**config.mk**
```make
export PLATFORM = sky130hd
export DESIGN_NAME = tsr_timing
export DESIGN_NICKNAME = d
export VERILOG_FILES = /design/src/rtl/tsr_timing.v
export VERILOG_INCLUDE_DIRS = /design/src /design/src/rtl
export SDC_FILE = /design/constraint.sdc
export NUM_CORES = 2
export LEC_CHECK = 0
export ABC_AREA = 1
export BUFFER_PORTS_ARGS = -buffer_cell sky130_fd_sc_hd__buf_2
export CAP_MARGIN = 20
export CELL_PAD_IN_SITES_DETAIL_PLACEMENT = 1
export CELL_PAD_IN_SITES_GLOBAL_PLACEMENT = 1
export CORE_ASPECT_RATIO = 1.4
export CORE_MARGIN = 2
export CORE_UTILIZATION = 47
export CTS_CLUSTER_DIAMETER = 40
export DETAILED_ROUTE_END_ITERATION = 10
export PLACE_DENSITY = 0.89
export SKIP_LAST_GASP = 1
export SLEW_MARGIN = 40
export SYNTH_ARGS = -nofsm -noshare
export SYNTH_HDL_FRONTEND = slang
export SYNTH_SLANG_ARGS = --single-unit
```
**constraint.sdc**
```tcl
create_clock -name core_clk -period 23.6 [get_ports core_clk]
set_input_delay 1.18 -clock core_clk [delete_from_list [all_inputs] [get_ports core_clk]]
set_output_delay 1.18 -clock core_clk [all_outputs]
set_load 0.05 [all_outputs]
```
**src/rtl/tsr_map.vh**
```
// register map, field positions and timing constants for touch timing/recal block
`ifndef TSR_MAP_VH
`define TSR_MAP_VH
`define TSR_ADDR_TOUCH_TIMING  8'h22
`define TSR_ADDR_HOLD_TIMING   8'h23
`define TSR_ADDR_AVG_SAMPLING  8'h24
`define TSR_ADDR_RECAL_REQ     8'h26
`define TSR_RST_TOUCH_TIMING   8'ha4
`define TSR_RST_HOLD_TIMING    8'h07
`define TSR_RST_AVG_SAMPLING   8'h39
`define TSR_RST_RECAL_REQ      8'h00
`define TSR_HOLD_RW_BITS       8'hef
`define TSR_MAXDUR_HI          7
`define TSR_MAXDUR_LO          4
`define TSR_NIB_HI             3
`define TSR_NIB_LO             0
`define TSR_AVG_HI             6
`define TSR_AVG_LO             4
`define TSR_SAMP_HI            3
`define TSR_SAMP_LO            2
`define TSR_POLL_HI            1
`define TSR_POLL_LO            0
`define TSR_CLK_KHZ            200000
`define TSR_TICK_US            5
`define TSR_SAMPLE_BASE_US     320
`define TSR_SAMPLE_TICKS       16'h0040
`define TSR_STEP_MS            20'h00023
`define TSR_RECAL_MAX_MS       600
`endif

```
**src/rtl/tsr_timing.v**
```verilog
// touch sampling timing, hold/repeat timers and forced recalibration control
// Summary of operation
// - max_touch_duration bits 7-4 select recalibration time
// - repeat_interval spaces repeat interrupts, (n+1)x35ms
// - hold_threshold_time bits 3-0, 35ms steps, reset 280ms
// - touch longer than threshold is press-and-hold; hold_q is set only for inputs with auto_repeat_enable set
// - samples_per_measurement selects 1 to 128 samples
// - channel samples back to back, then averaged
// - sample_period_sel selects single sample duration
// - polling_period_sel selects overall polling cycle period
// - measure at cycle start, then low power
// - sample count stretches cycle when needed
// - sensing settings apply in active state
// - timing settings common to all six inputs
// - writing one starts input recalibration
// - no press, base invalid during recalibration
// - press during forced recalibration invalidates the attempt
// - completed recalibration updates calibration_value
// - request bit self clears after successful recalibration
// - duration recalibration only when enable is set
// - repeat interrupts while auto-repeat hold continues
`include "tsr_map.vh"
module tsr_timing #(
	parameter NCH      = 6,
	parameter SAMPLE_W = 16,
	parameter TICK_DIV = `TSR_CLK_KHZ / 200, // cycles per 5us tick
	parameter MS_TICKS = 1000 / `TSR_TICK_US, // ticks per ms
	parameter RECAL_MS = `TSR_RECAL_MAX_MS
) (
	// clock and reset
	input  wire                  core_clk,
	input  wire                  sys_rst,
	// register port
	input  wire [7:0]            reg_addr,
	input  wire                  reg_wr,
	input  wire [7:0]            reg_wdata,
	output wire [7:0]            reg_rdata,
	// configuration from outside this block
	input  wire                  active_state,
	input  wire [NCH-1:0]        input_enable,
	input  wire [NCH-1:0]        auto_repeat_enable,
	input  wire                  duration_recal_enable,
	// analog front end
	output reg                   sample_start_q,
	output reg  [2:0]            sample_chan_q,
	input  wire                  sample_valid,
	input  wire [SAMPLE_W-1:0]   sample_data,
	input  wire [NCH-1:0]        raw_touch,
	output reg  [NCH-1:0]        afe_recal_q,
	input  wire [NCH-1:0]        afe_recal_done,
	input  wire [9:0]            afe_cal_value,
	// results
	output reg  [SAMPLE_W-1:0]   meas_result_q,
	output reg  [2:0]            meas_chan_q,
	output reg                   meas_valid_q,
	output reg                   low_power_q,
	output reg  [NCH-1:0]        press_q,
	output reg  [NCH-1:0]        hold_q,
	output reg  [NCH-1:0]        touch_event_q,
	output reg  [NCH-1:0]        repeat_event_q,
	output reg  [NCH-1:0]        base_valid_q,
	output reg  [NCH*10-1:0]     calibration_value_q
);
	localparam S_IDLE = 3'b001;
	localparam S_SAMP = 3'b010;
	localparam S_WAIT = 3'b100;
	localparam CW     = 20;

	reg [7:0]     touch_cfg_q;
	reg [7:0]     hold_cfg_q;
	reg [7:0]     avg_cfg_q;
	reg [NCH-1:0] recal_req_q;
	// one-cycle strobe from a completed recalibration, clears its request bit
	reg [NCH-1:0] recal_ok_q;

	// 35ms step count: (code+1) x 35
	function [CW-1:0] step_ms;
		input [3:0] code;
		begin
			step_ms = ({16'h0000, code} + 20'h00001) * `TSR_STEP_MS;
		end
	endfunction

	// max duration decode in ms
	function [CW-1:0] maxdur_ms;
		input [3:0] code;
		begin
			case (code)
			4'h0: maxdur_ms = 20'd560;
			4'h1: maxdur_ms = 20'd840;
			4'h2: maxdur_ms = 20'd1120;
			4'h3: maxdur_ms = 20'd1400;
			4'h4: maxdur_ms = 20'd1680;
			4'h5: maxdur_ms = 20'd2240;
			4'h6: maxdur_ms = 20'd2800;
			4'h7: maxdur_ms = 20'd3360;
			4'h8: maxdur_ms = 20'd3920;
			4'h9: maxdur_ms = 20'd4480;
			4'ha: maxdur_ms = 20'd5600;
			4'hb: maxdur_ms = 20'd6720;
			4'hc: maxdur_ms = 20'd7840;
			4'hd: maxdur_ms = 20'd8906;
			4'he: maxdur_ms = 20'd10080;
			default: maxdur_ms = 20'd11200;
			endcase
		end
	endfunction

	// register writes; recal bits self clear, write of one wins over clear
	integer i;
	always @(posedge core_clk or posedge sys_rst) begin
		if (sys_rst) begin
			touch_cfg_q <= `TSR_RST_TOUCH_TIMING;
			hold_cfg_q  <= `TSR_RST_HOLD_TIMING;
			avg_cfg_q   <= `TSR_RST_AVG_SAMPLING;
			recal_req_q <= {NCH{1'b0}};
		end else begin
			if (reg_wr && reg_addr == `TSR_ADDR_TOUCH_TIMING)
				touch_cfg_q <= reg_wdata;
			if (reg_wr && reg_addr == `TSR_ADDR_HOLD_TIMING)
				hold_cfg_q <= reg_wdata;
			if (reg_wr && reg_addr == `TSR_ADDR_AVG_SAMPLING)
				avg_cfg_q <= reg_wdata;
			for (i = 0; i < NCH; i = i + 1) begin
				if (reg_wr && reg_addr == `TSR_ADDR_RECAL_REQ && reg_wdata[i])
					recal_req_q[i] <= 1'b1;
				else if (recal_ok_q[i])
					recal_req_q[i] <= 1'b0;
			end
		end
	end

	// read mux
	assign reg_rdata =
		(reg_addr == `TSR_ADDR_TOUCH_TIMING) ? touch_cfg_q :
		// bit 4 of the hold register is reserved and reads zero
		(reg_addr == `TSR_ADDR_HOLD_TIMING)  ? (hold_cfg_q & `TSR_HOLD_RW_BITS) :
		(reg_addr == `TSR_ADDR_AVG_SAMPLING) ? {1'b0, avg_cfg_q[6:0]} :
		(reg_addr == `TSR_ADDR_RECAL_REQ)    ? {{(8-NCH){1'b0}}, recal_req_q} : 8'h00;

	// common 5us tick and 1ms tick
	reg [15:0] div_q;
	reg [15:0] us_cnt_q;
	reg        tick_q;
	reg        ms_q;
	always @(posedge core_clk or posedge sys_rst) begin
		if (sys_rst) begin
			div_q    <= 16'h0000;
			us_cnt_q <= 16'h0000;
			tick_q   <= 1'b0;
			ms_q     <= 1'b0;
		end else begin
			tick_q <= (div_q == TICK_DIV[15:0] - 16'h0001);
			div_q  <= (div_q == TICK_DIV[15:0] - 16'h0001) ? 16'h0000 : div_q + 16'h0001;
			ms_q   <= 1'b0;
			if (tick_q) begin
				if (us_cnt_q == MS_TICKS[15:0] - 16'h0001) begin
					us_cnt_q <= 16'h0000;
					ms_q     <= 1'b1;
				end else
					us_cnt_q <= us_cnt_q + 16'h0001;
			end
		end
	end

	// sample length in 5us ticks and poll period in ms
	wire [1:0]  samp_sel = avg_cfg_q[`TSR_SAMP_HI:`TSR_SAMP_LO];
	wire [1:0]  poll_sel = avg_cfg_q[`TSR_POLL_HI:`TSR_POLL_LO];
	wire [2:0]  avg_sel  = avg_cfg_q[`TSR_AVG_HI:`TSR_AVG_LO];
	// shortest sample in 5us ticks, doubled per code step
	wire [15:0] samp_ticks = `TSR_SAMPLE_TICKS << samp_sel;
	wire [CW-1:0] poll_ms = step_ms({2'b00, poll_sel});
	wire [7:0]  avg_last = (8'h01 << avg_sel) - 8'h01;

	// polling sequencer
	reg [2:0]          st_q;
	reg [2:0]          ch_q;
	reg [7:0]          n_q;
	reg [15:0]         st_cnt_q;
	reg [CW-1:0]       cyc_ms_q;
	reg [SAMPLE_W+7:0] acc_q;
	reg                busy_q;
	// running sum and its average; the sum holds 128 full-scale samples
	wire [SAMPLE_W+7:0] acc_sum = acc_q + {8'h00, sample_data};
	wire [SAMPLE_W+7:0] acc_avg = acc_sum >> avg_sel;
	always @(posedge core_clk or posedge sys_rst) begin
		if (sys_rst) begin
			st_q <= S_IDLE;
			ch_q <= 3'h0;
			n_q <= 8'h00;
			st_cnt_q <= 16'h0000;
			cyc_ms_q <= {CW{1'b0}};
			acc_q <= {(SAMPLE_W+8){1'b0}};
			busy_q <= 1'b0;
			sample_start_q <= 1'b0;
			sample_chan_q <= 3'h0;
			meas_valid_q <= 1'b0;
			meas_result_q <= {SAMPLE_W{1'b0}};
			meas_chan_q <= 3'h0;
			low_power_q <= 1'b0;
		end else begin
			sample_start_q <= 1'b0;
			meas_valid_q <= 1'b0;
			if (ms_q && st_q != S_IDLE)
				cyc_ms_q <= cyc_ms_q + {{(CW-1){1'b0}}, 1'b1};
			case (st_q)
			S_IDLE: begin
				low_power_q <= 1'b0;
				if (active_state) begin
					st_q <= S_SAMP;
					cyc_ms_q <= {CW{1'b0}};
					ch_q <= 3'h0;
					n_q <= 8'h00;
					acc_q <= {(SAMPLE_W+8){1'b0}};
					busy_q <= 1'b0;
				end
			end
			S_SAMP: begin
				if (ch_q >= NCH[2:0]) begin
					st_q <= S_WAIT;
					low_power_q <= 1'b1;
				end else if (!input_enable[ch_q]) begin
					ch_q <= ch_q + 3'h1;
				end else if (!busy_q) begin
					sample_start_q <= 1'b1;
					sample_chan_q <= ch_q;
					st_cnt_q <= 16'h0000;
					busy_q <= 1'b1;
				end else begin
					if (tick_q && st_cnt_q < samp_ticks)
						st_cnt_q <= st_cnt_q + 16'h0001;
					if (sample_valid && st_cnt_q >= samp_ticks) begin
						busy_q <= 1'b0;
						if (n_q == avg_last) begin
							meas_result_q <= acc_avg[SAMPLE_W-1:0];
							meas_chan_q <= ch_q;
							meas_valid_q <= 1'b1;
							acc_q <= {(SAMPLE_W+8){1'b0}};
							n_q <= 8'h00;
							ch_q <= ch_q + 3'h1;
						end else begin
							acc_q <= acc_sum;
							n_q <= n_q + 8'h01;
						end
					end
				end
			end
			S_WAIT: begin
				// stretched cycle ends at once when sampling ran past the period
				if (cyc_ms_q >= poll_ms || !active_state) begin
					st_q <= S_IDLE;
					low_power_q <= 1'b0;
				end
			end
			default: st_q <= S_IDLE;
			endcase
		end
	end

	// per-input touch, hold, repeat and recalibration timers
	reg [CW-1:0] dur_q [0:NCH-1];
	reg [CW-1:0] rpt_q [0:NCH-1];
	reg [CW-1:0] rcl_q [0:NCH-1];
	reg [NCH-1:0] recal_run_q;
	reg [NCH-1:0] recal_forced_q;
	// pending or running recalibration: press and touch timing held off
	wire [NCH-1:0] sense_block = recal_run_q | recal_req_q;
	wire [CW-1:0] hold_ms = step_ms(hold_cfg_q[`TSR_NIB_HI:`TSR_NIB_LO]);
	wire [CW-1:0] rpt_ms  = step_ms(touch_cfg_q[`TSR_NIB_HI:`TSR_NIB_LO]);
	wire [CW-1:0] max_ms  = maxdur_ms(touch_cfg_q[`TSR_MAXDUR_HI:`TSR_MAXDUR_LO]);
	integer k;
	always @(posedge core_clk or posedge sys_rst) begin
		if (sys_rst) begin
			for (k = 0; k < NCH; k = k + 1) begin
				dur_q[k] <= {CW{1'b0}};
				rpt_q[k] <= {CW{1'b0}};
				rcl_q[k] <= {CW{1'b0}};
			end
			recal_run_q <= {NCH{1'b0}};
			recal_forced_q <= {NCH{1'b0}};
			recal_ok_q <= {NCH{1'b0}};
			afe_recal_q <= {NCH{1'b0}};
			press_q <= {NCH{1'b0}};
			hold_q <= {NCH{1'b0}};
			touch_event_q <= {NCH{1'b0}};
			repeat_event_q <= {NCH{1'b0}};
			base_valid_q <= {NCH{1'b1}};
			calibration_value_q <= {(NCH*10){1'b0}};
		end else begin
			recal_ok_q <= {NCH{1'b0}};
			afe_recal_q <= {NCH{1'b0}};
			touch_event_q <= {NCH{1'b0}};
			repeat_event_q <= {NCH{1'b0}};
			for (k = 0; k < NCH; k = k + 1) begin
				// a pending request masks the pad until its recalibration completes
				press_q[k] <= raw_touch[k] && !sense_block[k];
				base_valid_q[k] <= !recal_run_q[k];
				if (!raw_touch[k] || sense_block[k]) begin
					dur_q[k] <= {CW{1'b0}};
					rpt_q[k] <= {CW{1'b0}};
					if (press_q[k] && !hold_q[k])
						touch_event_q[k] <= 1'b1;
					hold_q[k] <= 1'b0;
				end else if (ms_q) begin
					dur_q[k] <= dur_q[k] + {{(CW-1){1'b0}}, 1'b1};
					if (dur_q[k] >= hold_ms && auto_repeat_enable[k] && !hold_q[k]) begin
						hold_q[k] <= 1'b1;
						repeat_event_q[k] <= 1'b1;
						rpt_q[k] <= {CW{1'b0}};
					end else if (hold_q[k]) begin
						if (rpt_q[k] + {{(CW-1){1'b0}}, 1'b1} >= rpt_ms) begin
							repeat_event_q[k] <= 1'b1;
							rpt_q[k] <= {CW{1'b0}};
						end else
							rpt_q[k] <= rpt_q[k] + {{(CW-1){1'b0}}, 1'b1};
					end
				end
				// forced attempts wait for a free pad; duration ones start under the held touch
				if (!recal_run_q[k] && ((recal_req_q[k] && !raw_touch[k]) ||
				    (duration_recal_enable && raw_touch[k] && dur_q[k] >= max_ms))) begin
					recal_run_q[k] <= 1'b1;
					recal_forced_q[k] <= recal_req_q[k];
					afe_recal_q[k] <= 1'b1;
					rcl_q[k] <= {CW{1'b0}};
				end else if (recal_run_q[k]) begin
					if (ms_q)
						rcl_q[k] <= rcl_q[k] + {{(CW-1){1'b0}}, 1'b1};
					// a press spoils a forced attempt; the held touch is what a duration
					// attempt absorbs, so only the time limit ends that one early
					if ((recal_forced_q[k] && raw_touch[k]) || rcl_q[k] >= RECAL_MS[CW-1:0]) begin
						recal_run_q[k] <= 1'b0; // attempt invalid, request stays set
						recal_forced_q[k] <= 1'b0;
					end else if (afe_recal_done[k]) begin
						recal_run_q[k] <= 1'b0;
						recal_forced_q[k] <= 1'b0;
						recal_ok_q[k] <= 1'b1;
						calibration_value_q[k*10 +: 10] <= afe_cal_value;
					end
				end
			end
		end
	end
endmodule

```
==> summary.md <==
| Metric | Value |
|---|---|
| Hpwl dp | 95000 µm |
| Sequence of cells on the critical path | nand3_1, xor2_1, inv_1, ha_1, ha_1, ha_1, nand2_1, o21ai_0, nand3b_1, nand2_1, nand2_1, nand2_1, ha_1, a21oi_1, o21ai_0, a21oi_1, o21ai_0, nand3_1, nand3_1, nor2_1, nand2_1, nor2_1, nand2_1, nand2_1 |
| Filler cells | 10800 |
| Pin count of the biggest net entering global routing | 102 |
| Most frequent cell after synthesis | nand2_1 |
| Routed wire length | 135000 µm |
| Max Cap Viol | 0 |
| Post-CTS Hold Buffers | 0 |
| WHS Path Cells | 1 |
| CP endpoint kind | flip-flop |
| Total design power | 0.00399 W |
| GPL Wtd Cong | 0.916 |
| Met3 routed WL | 6780 µm |
| DR pass1 iterations | 5 |
| Clock Skews | 0.0246 ns |
| Metal1 wirelength | 51900 µm |
| WP data required | 24.20 ns |
| Reg2Reg Depth | 24 |
| Top sig layer | met5 |
| Setup bufs post-CTS | 0 |
| Peak per-stage delay on the critical path | 0.61 ns |
| Fin. Hold Viols | 0 |
| Via count | 39400 |
| Chip Height | 352 µm |
| Status | completed |
| Drt initial violations | 2164 |
| Psw | 0.00158 W |
| CP dominant cell by count | nand2_1 |
| Synth Register Bits | 635 |
| Clk pwr share | 37.9% |
| Core ar. | 85800 µm² |
| Initial core utilization | 47.5% |
| Global route overflow | 0 |
| Die area | 89100 µm² |
| Clock buffer depth | 3 |
| CTS buffer count | 96 |
| CTS clk-pin slew, worst paths | 0.07 ns |
| Mapped Cells | 5476 |
| # DRC | 0 |
| Top Ports | 201 |
| Primary FF master, synth | dfrtp_1 |
| Critical path fanouts, max | 12 |
| Root buf cell | clkbuf_16 |
| Initial antenna violation count | 4 |
| Fin crit period | 5.40 ns |
| Total track usage | 30.4% |
| CTS tree | done |
| Placement Setup Slack | 18.19 ns |
| Row Count | 127 |
| Post-Syn Area | 40800 µm² |
| Wire length on met2 | 69800 µm |
| Reg area | 15900 µm² |
| Area occupied by multi-input gates | 21500 µm² |
| Post-synth EDFFs | 0 |
| Share of cells above drive strength 1 | 9.25% |
| Warning count from the yosys run | 0 |
| H-Tree Depth | 3 |
| Area post-placement | 42900 µm² |
| Critical-path top delay cell | dfstp_2 |
| Worst Hold Launch | recal_ok_q[5] |
| Final cell area excluding filler cells | 46300 µm² |
| Port bufs | 200 |
| Most frequent cells after synthesis | nand2_1, inv_1, nor2_1, dfrtp_1, nand3_1 |
| Setup TNS | 0 ns |
| CP Class | reg -> reg |
| Power density over the cells | 86.2 nW/µm² |
| Logic pwr share | 28.7% |
| Max rail drop VDD | 108 µV |
| Hold Crit Class | reg -> reg |
| Avg WL per Cell | 19.7 µm |
| First-pass GRT wire length | 221000 µm |
| Die X | 253 µm |
| Clock sink total | 635 |
| Cell taking the most area after synthesis | dfrtp_1 |
| Syn avg cell area | 7.44 µm² |
| Worst-margin pin slew | 0.857 ns |
| Post-cts sizing count | 0 |
| Synth unique cells | 69 |
| Internal Pwr Total | 0.00240 W |
| R2r setup slk | 18.21 ns |
| Sw Ratio | 39.7% |
| Area Overhead vs Synth | 13.5% |
| FF-to-FF Start | touch_cfg_q[2] |
| Syn Nets | 5833 |
| Crit path DAT | 6.00 ns |
| Worst relative slew slack | 42.8% |
| Part of the Yosys area used for sequential elements | 39.0% |
| Reg-to-reg endpoint | rpt_q[68] |
| Synth area leaders | dfrtp_1, nand2_1, ha_1 |
| Pins Over Slew Limit | 0 |
| Vias in the first global route | 43100 |
| Setup slack after layout | 18.21 ns |
| Hold endpoint | recal_req_q[5] |
| Max frequency | 185 MHz |
| Yosys top cell area share | 37.9% |
| ANT nets after route | 0 |
| Post-synth ARST share | 100% |
| Worst-skew pair later-pin latency | 0.68 ns |
| Final worst path period share | 22.9% |
| Flop pwr share | 33.4% |
| Final #Nets | 6044 |
| Worst setup SP type | flip-flop |
| Setup violators final | 0 |
| RSZ-0062 raised after global routing | false |
| Static leakage | 22.7 nW |
| Vias per std cell | 5.73 |
| Final Hold Slack | 0.427 ns |
area by class of cell:
type,count,share of cell area [%]
Timing Repair Buffer,231,2.78
Multi-Input combinational cell,3976,46.5
Clock buffer,107,5.46
Antenna cell,2,0.0108
Inverter,747,6.08
Tap cell,1096,2.96
Clock inverter,74,1.86
Sequential cell,635,34.4
logic make-up (layout without fill, tap and decap cells):
family          Yosys count  count (layout)  synth area share [%]
xor+xnor                223             223                  4.79
buf+inv                 865            1159                  8.39
flops                   635             635                  39.0
compound gates          684             684                  9.16
fa+ha+maj               285             285                  8.80
mux                       1               1                0.0246
other cells               0               2                     0
simple gates           2783            2783                  29.8
stage by stage:
stage | utilization [%] | std cells
after detailed placement | 49.9 | 6683
after global placement | 49.8 | 6678
after global routing | 53.9 | 6866
after floorplan | - | 5476
after CTS | 53.9 | 6864
final | 53.9 | 6868
worst max-delay path: cells and delay by family, from the launching register on:
kind,cells,cell delay (ns)
AO/OA/AOI/OAI,5,0.96
XOR/XNOR,1,0.42
adder cells (fa/ha/maj),4,1.30
buffers and inverters,1,0.16
flip-flops,1,0.61
AND/OR/NAND/NOR,13,1.85
flip-flops by register name, summed over array words and instances (netlist names), 7 cells and up:
register / cells
dur_q: 120
rcl_q: 120
rpt_q: 120
calibration_value_q: 60
acc_q: 23
cyc_ms_q: 20
div_q: 16
meas_result_q: 16
st_cnt_q: 16
us_cnt_q: 16
n_q: 8
touch_cfg_q: 8
avg_cfg_q: 7
hold_cfg_q: 7
power groups by stage:
stage | clock [W] | combinational [W] | sequential (W)
floorplan | 0 | 0.000558 | 0.00158
global placement | 0 | 0.00107 | 0.00134
detailed placement | 0 | 0.00112 | 0.00134
CTS | 0.00153 | 0.00114 | 0.00133
global route | 0.00158 | 0.00125 | 0.00135
finish | 0.00151 | 0.00115 | 0.00133
metal layers:
layer / vias up / GRT usage, %
li1: 18300 / -
met1: 19600 / 33.2
met2: 1001 / 55.8
met3: 441 / 5.65
met4: 4 / 14.7
met5: - / 0
layout by cell type, fill, tap and decap left out, types with 11 or more instances in the layout:
| cell type | synthesis | routed |
|---|---|---|
| a211oi_1 | 11 | 11 |
| a21oi_1 | 205 | 205 |
| a31oi_1 | 17 | 17 |
| buf_2 | 21 | 200 |
| buf_4 | 13 | 24 |
| clkbuf_16 | 0 | 97 |
| clkinv_2 | 1 | 13 |
| clkinv_4 | 0 | 14 |
| clkinvlp_4 | 0 | 11 |
| dfrtp_1 | 618 | 617 |
| dfstp_2 | 17 | 17 |
| ha_1 | 282 | 282 |
| inv_1 | 733 | 730 |
| inv_6 | 0 | 15 |
| nand2_1 | 1265 | 1265 |
| nand2_2 | 23 | 23 |
| nand3_1 | 357 | 356 |
| nand3_2 | 14 | 15 |
| nand3b_1 | 17 | 17 |
| nand4_1 | 135 | 135 |
| nor2_1 | 642 | 642 |
| nor2_2 | 25 | 24 |
| nor3_1 | 192 | 192 |
| nor3b_1 | 17 | 17 |
| nor4_1 | 56 | 55 |
| o21a_1 | 14 | 14 |
| o21ai_0 | 328 | 327 |
| o21ai_1 | 22 | 23 |
| o22ai_1 | 27 | 27 |
| xnor2_1 | 39 | 34 |
| xor2_1 | 184 | 182 |
worst max path at each step:
stage / start / end / slack, ns
after floorplan: sys_rst / acc_q[0] / 4.66
after global placement: touch_cfg_q[2] / rpt_q[101] / 18.58
after detailed placement: touch_cfg_q[2] / rpt_q[45] / 18.19
after CTS: touch_cfg_q[0] / rpt_q[48] / 18.10
after global routing: touch_cfg_q[0] / rpt_q[41] / 17.73
final: touch_cfg_q[2] / rpt_q[68] / 18.21
Note: power is estimated with default switching activity, not from simulation.
